File: config.mk
export PLATFORM = sky130hd
export DESIGN_NAME = sgmii_negotiation_result
export DESIGN_NICKNAME = d
export VERILOG_FILES = /design/src/bit_sync.v /design/src/apb_word_port.v /design/src/sgmii_negotiation_result.v
export VERILOG_INCLUDE_DIRS = /design/src
export SDC_FILE = /design/constraint.sdc
export NUM_CORES = 1
export LEC_CHECK = 0
export BUFFER_PORTS_ARGS = -buffer_cell sky130_fd_sc_hd__buf_2
export CAP_MARGIN = 10
export CELL_PAD_IN_SITES_DETAIL_PLACEMENT = 1
export CELL_PAD_IN_SITES_GLOBAL_PLACEMENT = 1
export CORE_MARGIN = 2
export CORE_UTILIZATION = 27
export DETAILED_ROUTE_END_ITERATION = 16
export PLACE_DENSITY = 0.89
export SYNTH_ARGS = -nofsm -noshare
export SYNTH_HDL_FRONTEND = slang
export SYNTH_SLANG_ARGS = --single-unit
File: constraint.sdc
create_clock -name i_clock -period 3.8 [get_ports i_clock]
set_clock_uncertainty 0.1 [all_clocks]
set_input_delay 0.38 -clock i_clock [delete_from_list [all_inputs] [get_ports i_clock]]
set_output_delay 0.38 -clock i_clock [all_outputs]
set_load 0.02 [all_outputs]
File: src/sgmii_an_regs.vh
// Purpose: register map and field layout of the negotiation result block
// Assumes: apb byte address is four times the register index
// Notes: definitions only
`ifndef SGMII_AN_REGS_VH
`define SGMII_AN_REGS_VH

`define AN_CTRL_INDEX 24'h1F8001
`define AN_STAT_INDEX 24'h1F8002
`define AN_CTRL_ADDR 32'h007E0004
`define AN_STAT_ADDR 32'h007E0008

`define CTRL_IRQ_EN_BIT 0
`define CTRL_MODE_LSB 1
`define CTRL_MODE_MSB 2
`define CTRL_PHY_SIDE_BIT 3
`define CTRL_LINK_ADV_BIT 4
`define CTRL_RESET 16'h0004

`define MODE_SERDES 2'h0
`define MODE_SGMII 2'h2

`define STAT_DONE_BIT 0
`define STAT_DUPLEX_BIT 1
`define STAT_SPEED_LSB 2
`define STAT_SPEED_MSB 3
`define STAT_LINK_BIT 4
`define STAT_RESET 16'h0000

`endif

File: src/bit_sync.v
// Purpose: two-flop synchroniser for levels from the pcs side
// Assumes: inputs are quasi-static levels
// Notes: only the second stage may be read
`timescale 1ns/1ps
module bit_sync #(
	parameter WIDTH = 5
) (
	input wire i_clock,
	input wire i_srst,
	input wire [WIDTH-1:0] i_async,
	output wire [WIDTH-1:0] o_sync
);
	reg [WIDTH-1:0] meta_q;
	reg [WIDTH-1:0] sync_q;

	always @(posedge i_clock)
	begin
		if (i_srst)
		begin
			meta_q <= {WIDTH{1'b0}};
			sync_q <= {WIDTH{1'b0}};
		end
		else
		begin
			meta_q <= i_async;
			sync_q <= meta_q;
		end
	end

	assign o_sync = sync_q;
endmodule // bit_sync

File: src/apb_word_port.v
// Purpose: apb slave handshake with registered read data and error
// Assumes: zero wait states in the access phase
// Notes: read data and hit are sampled in the setup cycle
`timescale 1ns/1ps
module apb_word_port (
	input wire i_clock,
	input wire i_srst,
	input wire i_psel,
	input wire i_penable,
	input wire i_pwrite,
	input wire [15:0] i_rd_data,
	input wire i_hit,
	output wire o_pready,
	output wire [31:0] o_prdata,
	output wire o_pslverr,
	output wire o_wr_stb
);
	reg [31:0] prdata_q;
	reg slverr_q;
	wire setup;

	assign setup = i_psel & ~i_penable;

	always @(posedge i_clock)
	begin
		if (i_srst)
		begin
			prdata_q <= 32'h00000000;
			slverr_q <= 1'b0;
		end
		else if (setup)
		begin
			prdata_q <= (i_hit && !i_pwrite) ? {16'h0000, i_rd_data} : 32'h00000000;
			slverr_q <= ~i_hit;
		end
	end

	assign o_pready = 1'b1;
	assign o_prdata = prdata_q;
	assign o_pslverr = slverr_q & i_psel & i_penable;
	// write lands at the access edge only, unmapped writes are dropped
	assign o_wr_stb = i_psel & i_penable & i_pwrite & ~slverr_q;
endmodule // apb_word_port

File: src/sgmii_negotiation_result.v
// Purpose: sgmii negotiation control and result registers on apb
// Assumes: partner status inputs come from the pcs clock domain
// Notes: byte address is four times the register index
`timescale 1ns/1ps
`include "sgmii_an_regs.vh"
module sgmii_negotiation_result (
	input wire i_clock,
	input wire i_srst,
	input wire i_psel,
	input wire i_penable,
	input wire i_pwrite,
	input wire [31:0] i_paddr,
	input wire [31:0] i_pwdata,
	output wire o_pready,
	output wire [31:0] o_prdata,
	output wire o_pslverr,
	input wire i_partner_link_up,
	input wire [1:0] i_partner_speed,
	input wire i_partner_duplex,
	input wire i_an_complete,
	output wire [1:0] o_pcs_mode,
	output wire o_phy_side,
	output wire o_link_adv,
	output wire o_sgmii_mode,
	output wire o_an_irq
);
	reg [4:0] ctrl_q;
	reg done_q;
	reg done_d;
	reg complete_prev_q;
	reg [15:0] rd_data;
	reg hit;
	wire [4:0] partner_sync;
	wire wr_stb;
	wire complete_rise;
	wire sgmii_mode;
	wire [15:0] stat_word;
	wire [15:0] ctrl_reset;

	// only the implemented control bits take the reset word
	assign ctrl_reset = `CTRL_RESET;

	bit_sync #(
		.WIDTH(5)
	) u_sync (
		.i_clock(i_clock),
		.i_srst(i_srst),
		.i_async({i_an_complete, i_partner_link_up, i_partner_speed, i_partner_duplex}),
		.o_sync(partner_sync)
	);

	apb_word_port u_apb (
		.i_clock(i_clock),
		.i_srst(i_srst),
		.i_psel(i_psel),
		.i_penable(i_penable),
		.i_pwrite(i_pwrite),
		.i_rd_data(rd_data),
		.i_hit(hit),
		.o_pready(o_pready),
		.o_prdata(o_prdata),
		.o_pslverr(o_pslverr),
		.o_wr_stb(wr_stb)
	);

	// address decode and read mux
	always @*
	begin
		hit = 1'b0;
		rd_data = 16'h0000;
		case (i_paddr)
			`AN_CTRL_ADDR:
			begin
				hit = 1'b1;
				rd_data = {11'h000, ctrl_q};
			end
			`AN_STAT_ADDR:
			begin
				hit = 1'b1;
				rd_data = stat_word;
			end
			default:
			begin
				hit = 1'b0;
				rd_data = 16'h0000;
			end
		endcase
	end

	// control register
	always @(posedge i_clock)
	begin
		if (i_srst)
			ctrl_q <= ctrl_reset[4:0];
		else if (wr_stb && i_paddr == `AN_CTRL_ADDR)
			ctrl_q <= i_pwdata[4:0];
	end

	assign sgmii_mode = (ctrl_q[`CTRL_MODE_MSB:`CTRL_MODE_LSB] == `MODE_SGMII);

	// completion edge seen after the synchroniser
	always @(posedge i_clock)
	begin
		if (i_srst)
			complete_prev_q <= 1'b0;
		else
			complete_prev_q <= partner_sync[4];
	end

	assign complete_rise = partner_sync[4] & ~complete_prev_q;

	// sticky flag, a new completion wins over a clear in the same cycle
	always @*
	begin
		done_d = done_q;
		if (wr_stb && i_paddr == `AN_STAT_ADDR && !i_pwdata[`STAT_DONE_BIT])
			done_d = 1'b0;
		if (complete_rise)
			done_d = 1'b1;
	end

	always @(posedge i_clock)
	begin
		if (i_srst)
			done_q <= 1'b0;
		else
			done_q <= done_d;
	end

	// partner fields only shown in sgmii mode
	assign stat_word = {11'h000,
		sgmii_mode & partner_sync[3],
		sgmii_mode ? partner_sync[2:1] : 2'h0,
		sgmii_mode & partner_sync[0],
		done_q};

	assign o_an_irq = done_q & ctrl_q[`CTRL_IRQ_EN_BIT];
	assign o_pcs_mode = ctrl_q[`CTRL_MODE_MSB:`CTRL_MODE_LSB];
	assign o_phy_side = ctrl_q[`CTRL_PHY_SIDE_BIT];
	assign o_link_adv = ctrl_q[`CTRL_LINK_ADV_BIT];
	assign o_sgmii_mode = sgmii_mode;
endmodule // sgmii_negotiation_result

== Word-level counts from Yosys, hierarchy flattened ==
Cells that the tools add are included.
Storage, ports and cells
  input bits: 74
  flip-flop bits (word level): 50
  logic and storage cells: 38
  output and inout port bits: 40
Operators by class
  bitwise logic cells: 14
  eq/ne operators: 3
  multiplexer cells: 6
  reduce and logical (&&, ||, !) cells: 8
Operator list (count)
  $eq A32 B23 Y1 const B: 2
  $and A1 B1 Y1: 10
  $pmux W5 S2: 1
  $mux W5: 1
  $logic_and A1 B1 Y1: 4
  $not A1 Y1: 4
  $mux W1: 3
  $eq A2 B2 Y1 const B: 1
  $logic_not A1 Y1: 2
  $mux W2: 1
  $reduce_bool A2 Y1: 1
  $reduce_or A2 Y1: 1

== Depth between registers and ports, before layout ==
Gate-level depths: netlist of the first run.
  depth after elaboration: 7
  mapped depth: 4
  mapped depth without buffers: 4

== Cells and area by module ==
A second synthesis of the first run with hierarchy kept.
Unflattened totals
  cell total of the unflattened synthesis: 140
  area total of the unflattened synthesis: 1527.7 um^2
Modules (own cells, without submodules)
  apb_word_port: cells each 63, area an instance 709.4 um^2, sequential area each 340.3 um^2, times used 1
  sgmii_negotiation_result: cells each 57, area an instance 555.5 um^2, sequential area each 140.1 um^2, times used 1
  bit_sync: cells each 20, area an instance 262.8 um^2, sequential area each 200.2 um^2, times used 1

== Worst setup path after synthesis of the first run ==
No wires, ideal clock.
  kind: input to register
  start point: input i_paddr[28]
  end point: register ctrl_q[0]
  path buffers: 0
  setup slack: 2.105 ns
  required time: 3.628 ns
  arrival time: 1.523 ns
  stages on the path: 4
  setup time: 0.072 ns
  cell sequence: nor4_2 > nand4_2 > nor4_4 > mux2i_1
Between the ends
  longest elaborated chain between the ends: 2
Ends and longest elaborated chain
  start, declared: RTL line sgmii_negotiation_result.v:12  | input wire [31:0] i_paddr,
  $eq A32 B23 Y1
  $logic_and A1 B1 Y1 (no line)
  end signal, assigned: RTL line sgmii_negotiation_result.v:94  | ctrl_q <= ctrl_reset[4:0];
  end signal, assigned: RTL line sgmii_negotiation_result.v:96  | ctrl_q <= i_pwdata[4:0];
  end, declared: RTL line sgmii_negotiation_result.v:27  | reg [4:0] ctrl_q;
No other way between the ends.
A chain may end at the register's enable or synchronous reset.

== Worst setup path in the final report of the first run ==
  start point: input i_paddr[28]
  end point: register ctrl_q[1]
Same word-level chain as after synthesis.

==> results of run 1 <==
## state kept, by name, indices dropped and copies added (netlist names)
signal	count
complete_prev_q	1
u_sync.meta_q	5
u_sync.o_sync	5
done_q	1
ctrl_q	5
u_apb.o_prdata	5
u_apb.slverr_q	1
## layout by cell type, fill, tap and decap left out, types with 2 or more instances in the layout
cell      synthesis  layout
and4bb_1          2       2
nor4_2            2       2
mux2i_1           5       5
inv_1             2       2
nor2_1            6       6
nand2b_1         12      12
buf_2             0      58
nor2b_1          13      13
nor4b_2           2       2
dfxtp_1          23      23
a22o_1            7       7
conb_1            2      28
nor3b_1           2       2
nor4_4            2       2
nand4_2           2       2
clkbuf_8          0       3
nor3_1            2       2
## metal layers
| metal | track usage [%] | vias up | routed length (µm) |
|---|---|---|---|
| li1 | - | 499 | - |
| met1 | 11.13 | 450 | 1058 |
| met4 | 5.556 | 0 | 68 |
| met5 | 0 | - | 0 |
| met3 | 3.453 | 4 | 240 |
| met2 | 19.70 | 48 | 1494 |
## worst paths after layout
path              slack (ns)                to          startpoint
setup reg to reg        2.37         ctrl_q[1]      u_apb.slverr_q
hold reg to reg         0.32            done_q     complete_prev_q
hold / removal          0.22  u_sync.meta_q[2]  i_partner_speed[1]
setup / recovery        2.08         ctrl_q[1]         i_paddr[28]
## metrics by stage
step	hold WS, ns	instances
floorplan	0.2934	155
global placement	0.2956	233
detailed placement	0.3149	233
CTS	0.2215	237
global route	0.2198	237
finish	0.2198	237
## cell families (layout without fill, tap and decap cells)
group | count (synthesis) | count (layout)
AOI/OAI and AO/OA | 13 | 13
buffers and inverters | 34 | 64
DFF | 23 | 23
muxes | 5 | 5
other | 2 | 28
and+or+nand+nor | 52 | 52
## report_power, final
| group | switching [W] | internal (W) |
|---|---|---|
| combinational | 0.0000484 | 0.0000291 |
| sequential | 0.00000182 | 0.000247 |
| clock | 0.0000792 | 0.0000733 |
## area by class of cell
| class | count | area (µm²) |
|---|---|---|
| fillers | 541 | 2905 |
| multi-input cells | 98 | 669.4 |
| flip-flops and latches | 23 | 460.4 |
| repair buffers | 58 | 290.3 |
| well taps | 52 | 65.06 |
| clock buffers | 3 | 41.29 |
| inverters | 2 | 7.507 |
| clock inverters | 1 | 5.005 |
==> results.toml, run 1 <==
[synth]
muxShareOfSynthArea_pct = 3.933
syn-cell-area_um2 = 1272
synthArstFlopShare_pct = 0
synth_ff_type = "dfxtp_1"
ys_warn_count = 0
synth-simple-area-share_pct = 31.66
seq_area_frac_synth_pct = 36.18
synth.distinct_cells = 30
synth-compound-area-share_pct = 8.751
synth-edff-count = 0
yosysTopAreaCell = "dfxtp_1"
synthMostInstantiatedCell = "buf_4"
synth_xor_area_share_pct = 0
synth_seq_cells = 23
syn_inst = 129
synthTopCellsByCount = "buf_4 (30), dfxtp_1 (23), nor2b_1 (13)"
synth_fa_ha_area_share_pct = 0
synth.area.top_cells = "dfxtp_1 (36%), buf_4 (18%), nor2b_1 (6.4%)"
synth_top_area_share_pct = 36.18
synth_top_family_by_area = "simple AND/OR/NAND/NOR gates"
postSynthAreaPerCell_um2 = 9.864

[clock_tree]
hold_buffers = 0
cts_root_buffer = "clkbuf_8"
h-tree-depth = 1
postCtsSetupRepairBufs = 0
cts_resized = 0
cts_sinks = 23
clk_path_buf_depth = 2
cts_buffers = 3
cts_tree = "yes"
clkTransAtPathRegs_ns = 0.08
worstSkewPairLatency_ns = 0.27

[setup_path]
crit_chain = "buf_2 > nor4_2 > nand4_2 > nor4_4 > mux2i_1"
cp_slowest_cell = "nor4_4"
reg2regPathDepth = 3
critPathTopFamily = "simple AND/OR/NAND/NOR gates"
cp.arrival_ns = 1.82
cp_num_buf_inv = 1
cp_max_fo = 5
path_class = "input pin to register"
endpoint_kind = "register"
crit_required_ns = 3.90
cp_num_cells = 5
crit_path_start_kind = "input pin"
slowest_delay_ns = 0.56

[route]
route.detailed.drc = 0
drt_wl_total_um = 2861
vias = 1001
vias_per_cell = 4.224
drt_iter0_drc = 27
wire_per_inst_um = 12.07
ant_nets = 0
dr.pass1.iters = 4

[timing]
grt_setup_unrepaired = "no"
post-route-period-util_pct = 45.35
setup_viol_count_final = 0
maxSlewHeadroom_pct = 64.72
setup_slack_ns = 2.077
drv_slew = 0
fmax_mhz = 580.3
min_period_ns = 1.723
worst_slew_pin_slew_ns = 0.5252
hold_viol = 0
fin_setup_tns_ns = 0

[layout]
drive_gt1_share_pct = 38.38
area_growth_pct = 20.94
final_core_util_pct = 34.63
fin_nets = 260
fin_area_um2 = 1539
diodes = 0

[floorplanning]
die_y_um = 72.65
std_cell_rows = 24
core_um2 = 4444
fp.dieW_um = 72.65
io_pins = 114
die_area_um2 = 5278
initial_utilization_pct = 28.63

[place]
place_area_um2 = 1493
port_buffers = 58
gp_congestion = 0.6744
dp_slack_ns = 1.732
hpwlAfterDp_um = 2296

[power]
cellPowerDensity_nw_per_um2 = 311.3
p_total_w = 0.0004791
peakVddDrop_mv = 0.1208
p_leak_nw = 0.7280

[grt]
grt_pass1_wl_um = 4360
grt_max_degree = 27
overflow = 0
antenna_found_initial = 0
grt_pass1_vias = 974
grt_use_total_pct = 10.87

[min_path]
min_path_cells = 2
hp-class = "input pin to register"

[status]
outcome = "finished, final reports clean"

[flow_run]
drv_cap = 0
Power figures use the tool's default switching activity.
==> run 2: changes to the inputs <==
ABC_AREA = 1   (was not set)
CORE_UTILIZATION = 25   (was 27)
PLACE_DENSITY = 0.84   (was 0.89)
clock period = 1.7 ns   (was 3.8 ns; I/O delays follow)
==> results.toml, run 2 <==
[grt]
grt_pass1_wl_um = 5423
antenna_found_initial = 0
met1_usage_pct = 11.48
grt_max_degree = 18
overflow = 0
grt_use_total_pct = 10.58
busiest_layer = "met2"
grtUsageMet2_pct = 19.83
use_met3_pct = 2.921
grt_pass1_vias = 1271

[synth]
synth.area.top_cells = "dfxtp_1 (32%), buf_4 (15%), nor2_1 (14%)"
syn_inst = 228
yosysTopAreaCell = "dfxtp_1"
synth_top_area_share_pct = 31.56
synthMostInstantiatedCell = "nor2_1"
synthTopCellsByCount = "nor2_1 (53), inv_1 (50), buf_4 (30)"
seq_area_frac_synth_pct = 31.56
synthArstFlopShare_pct = 0
ys_warn_count = 0
synth_seq_cells = 23
synth_ff_type = "dfxtp_1"
syn-cell-area_um2 = 1459
postSynthAreaPerCell_um2 = 6.399
synth.distinct_cells = 25
synth-edff-count = 0

[status]
outcome = "finished, final reports clean"

[setup_path]
cp_max_fo = 5
crit_top_cell = "inv_1"
path_class = "register to primary output"
slowest_delay_ns = 0.36
crit_path_start_kind = "register"
cp_slowest_cell = "dfxtp_1"
endpoint_kind = "primary output"
crit_chain = "inv_1 > or2_1 > inv_1 > buf_2"
crit_required_ns = 1.43
cp.arrival_ns = 1.20

[clock_tree]
postCtsSetupRepairBufs = 0
cts_sinks = 23
hold_buffers = 4
clkTransAtPathRegs_ns = 0.09
cts_resized = 0
h-tree-depth = 1
cts_buffers = 3
cts_root_buffer = "clkbuf_8"
worstSkewPairLatency_ns = 0.27
cts_tree = "yes"
clk_path_buf_depth = 2

[power]
peakVddDrop_mv = 0.3288
p_leak_nw = 0.9786
cellPowerDensity_nw_per_um2 = 607.1
p_total_w = 0.001091

[timing]
fmax_mhz = 682.2
min_period_ns = 1.466
whs_ns = 0.006070
post-route-period-util_pct = 86.23
fin_setup_tns_ns = 0
hold_viol = 0
grt_setup_unrepaired = "no"
drv_slew = 0
setup_viol_count_final = 0

[floorplanning]
core_um2 = 5574
die_area_um2 = 6463
initial_utilization_pct = 26.17
std_cell_rows = 27
die_y_um = 80.39
fp.dieW_um = 80.39
io_pins = 114

[place]
hpwlAfterDp_um = 2816
port_buffers = 58
gp_congestion = 0.7824

[layout]
fin_nets = 364
layout_common_cells = "buf_2 (58), nor2_1 (53), inv_1 (50)"
area_growth_pct = 23.16
final_common_cell = "buf_2"
diodes = 0
final_core_util_pct = 32.23
drive_gt1_share_pct = 28.37

[route]
route.detailed.drc = 0
vias = 1357
vias_per_cell = 3.759
drt_wl_total_um = 3303
dr.pass1.iters = 4
wire_per_inst_um = 9.150
ant_nets = 0
drt_iter0_drc = 38

[flow_run]
drv_cap = 0

[min_path]
hp-class = "input pin to register"
[run 2: cell count changes in the layout (fill, tap and decap cells not counted), sizes merged, moves of 4 or more]
cell         previous run  this run
inv                     2        55
nor2                    6        59
nand2                   1        31
nor2b                  13         0
nand2b                 12         0
nand3                   0        11
a22o                    7         0
mux2i                   5         0
o21ai                   0         5
dlygate4sd3             0         4
nor4                    4         0
[run 2: power breakdown]
part           internal (W)  switching, W  leakage, nW
Clock              0.000166      0.000185       0.0217
Combinational     0.0000656      0.000117        0.769
Sequential         0.000553    0.00000495        0.188
Total              0.000784      0.000306        0.979
[run 2: routing by layer]
layer	routed length, µm	vias to the layer above
li1	-	713
met1	1328	600
met2	1721	40
met3	210	4
met4	42	0
met5	0	-
[run 2: path summary, 6_finish.rpt]
| check | startpoint | slack (ns) | cells after the start | endpoint |
|---|---|---|---|---|
| worst max-delay path | ctrl_q[2] | 0.23 | 4 | o_sgmii_mode |
| worst min-delay path | i_partner_link_up | 0.006 | 3 | u_sync.meta_q[3] |
| worst max register to register | ctrl_q[2] | 0.31 | 9 | u_apb.o_prdata[4] |
| worst min register to register | u_sync.meta_q[2] | 0.31 | 2 | u_sync.o_sync[2] |
[run 2: area by class of cell]
| class | instances | area (µm²) |
|---|---|---|
| multi-input combinational | 142 | 641.9 |
| fill | 770 | 3777 |
| sequential | 23 | 460.4 |
| tap | 72 | 90.09 |
| inverter | 56 | 210.2 |
| clock inverter | 1 | 7.507 |
| clock buffer | 3 | 41.29 |
| timing repair buffer | 64 | 345.3 |
[run 2: cells by family (layout without fill, tap and decap cells)]
group,count (synthesis),in the layout,share of synthesized area (%)
simple gates,105,105,33.19
buf+inv,89,124,31.13
compound gates,9,9,3.601
flops,23,23,31.56
other cells,2,28,0.5148
[run 2: worst max-delay path: cells and delay by family (launching register included)]
family | cells | cell delay [ns]
buffers and inverters | 3 | 0.28
flip-flops | 1 | 0.36
AND/OR/NAND/NOR | 1 | 0.28
[run 2: per-stage QoR]
step / area [µm²] / worst slack, ns / instances
after detailed placement: 1708 / 0.1410 / 353
after CTS: 1797 / 0.2335 / 361
final: 1797 / 0.2341 / 361
after floorplan: 1556 / 0.4436 / 254
after global routing: 1797 / 0.1465 / 361
after global placement: 1708 / 0.1783 / 353
==> run 3: changes to the inputs <==
SETUP_SLACK_MARGIN = 0.3   (was not set)
==> results.toml, run 3 (same netlist as run 2, synthesis figures left out) <==
[timing]
min_period_ns = 1.347
drv_slew = 0
grt_setup_unrepaired = "yes"
fmax_mhz = 742.2
post-route-period-util_pct = 79.25
setup_slack_ns = 0.3527
fin_setup_tns_ns = 0
hold_viol = 0
setup_viol_count_final = 0
whs_ns = 0.005040

[setup_path]
cp.arrival_ns = 1.08
crit_required_ns = 1.43
crit_path_start_kind = "register"
endpoint_kind = "primary output"
cp_max_fo = 5
path_class = "register to primary output"

[layout]
fin_nets = 368
diodes = 0
final_common_cell = "buf_2"
layout_common_cells = "buf_2 (57), nor2_1 (51), inv_1 (48)"
fin_area_um2 = 1857
num-fill-cells = 765
drive_gt1_share_pct = 32.08
area_growth_pct = 27.27

[route]
ant_nets = 0
drt_iter0_drc = 40
route.detailed.drc = 0
drt_wl_total_um = 3445
vias_per_cell = 3.775
dr.pass1.iters = 4
wire_per_inst_um = 9.438
vias = 1378

[clock_tree]
worstSkewPairLatency_ns = 0.27
cts_tree = "yes"
cts_sinks = 23
cts_buffers = 3
clkTransAtPathRegs_ns = 0.09
cts_root_buffer = "clkbuf_8"
h-tree-depth = 1
clk_path_buf_depth = 2

[grt]
grt_use_total_pct = 10.82
grt_pass1_vias = 1305
grt_max_degree = 18
overflow = 0
grt_pass1_wl_um = 5533
antenna_found_initial = 0

[floorplanning]
std_cell_rows = 27
io_pins = 114
die_y_um = 80.39
initial_utilization_pct = 26.17
core_um2 = 5574
die_area_um2 = 6463
fp.dieW_um = 80.39

[status]
outcome = "finished, final reports clean"

[min_path]
hp-class = "input pin to register"

[power]
peakVddDrop_mv = 0.2976
p_leak_nw = 1.004
p_total_w = 0.001092
cellPowerDensity_nw_per_um2 = 588.1

[place]
hpwlAfterDp_um = 2816
dp_slack_ns = 0.1410
port_buffers = 58
place_area_um2 = 1708
gp_congestion = 0.7824

[flow_run]
drv_cap = 0
==> run 3: worst paths after layout <==
path,start,end,slack (ns),cells past startpoint
worst max-delay path,ctrl_q[2],o_sgmii_mode,0.35,4
worst min-delay path,i_partner_link_up,u_sync.meta_q[3],0.005,3
worst max register to register,u_apb.slverr_q,done_q,0.36,5
worst min register to register,u_sync.meta_q[2],u_sync.o_sync[2],0.31,2
==> run 3: routing by layer <==
| layer | global-route usage [%] | up-vias | share of wire (%) | routed length, µm |
|---|---|---|---|---|
| met2 | 20.25 | 42 | 54 | 1853 |
| met1 | 11.41 | 611 | 39 | 1330 |
| li1 | - | 721 | - | - |
| met3 | 3.034 | 4 | 6.3 | 216 |
| met4 | 3.898 | 0 | 1.3 | 44 |
| met5 | 0 | - | 0 | 0 |
==> run 3: power by group <==
group | switching [W] | total (W) | internal, W | leakage (nW)
combinational | 0.000118 | 0.000184 | 0.0000662 | 0.794
sequential | 0.00000524 | 0.000558 | 0.000553 | 0.188
clock | 0.000184 | 0.000350 | 0.000166 | 0.0217
==> run 3: stage by stage <==
| step | instances | util [%] |
|---|---|---|
| after global routing | 365 | 33.31 |
| after global placement | 353 | 30.64 |
| after detailed placement | 353 | 30.64 |
| after CTS | 361 | 32.32 |
| final | 365 | 33.31 |
| after floorplan | 254 | - |
==> run 3: worst max-delay path, stage by stage (launching register included) <==
cell and delay [ns]:
dfxtp_2 0.35, inv_2 0.04, or2_4 0.26, inv_2 0.06
buf_6 0.10
==> run 3: repair_timing <==
action | CTS | global route
gates resized for setup | 3 | 9
endpoints found under the setup margin | 1 | 9
setup buffers | 0 | 4
hold buffers | 4 | 0
hold endpoints to repair | 4 | 0
pin swaps | 0 | 4
==> run 3: area by class of cell <==
class                   count  area [µm²]  area share (%)
clock inverters             1       7.507          0.4043
well taps                  72       90.09           4.852
inverters                  56       210.2           11.32
multi-input cells         142       659.4           35.51
flip-flops and latches     23       462.9           24.93
clock buffers               3       41.29           2.224
repair buffers             68       385.4           20.75
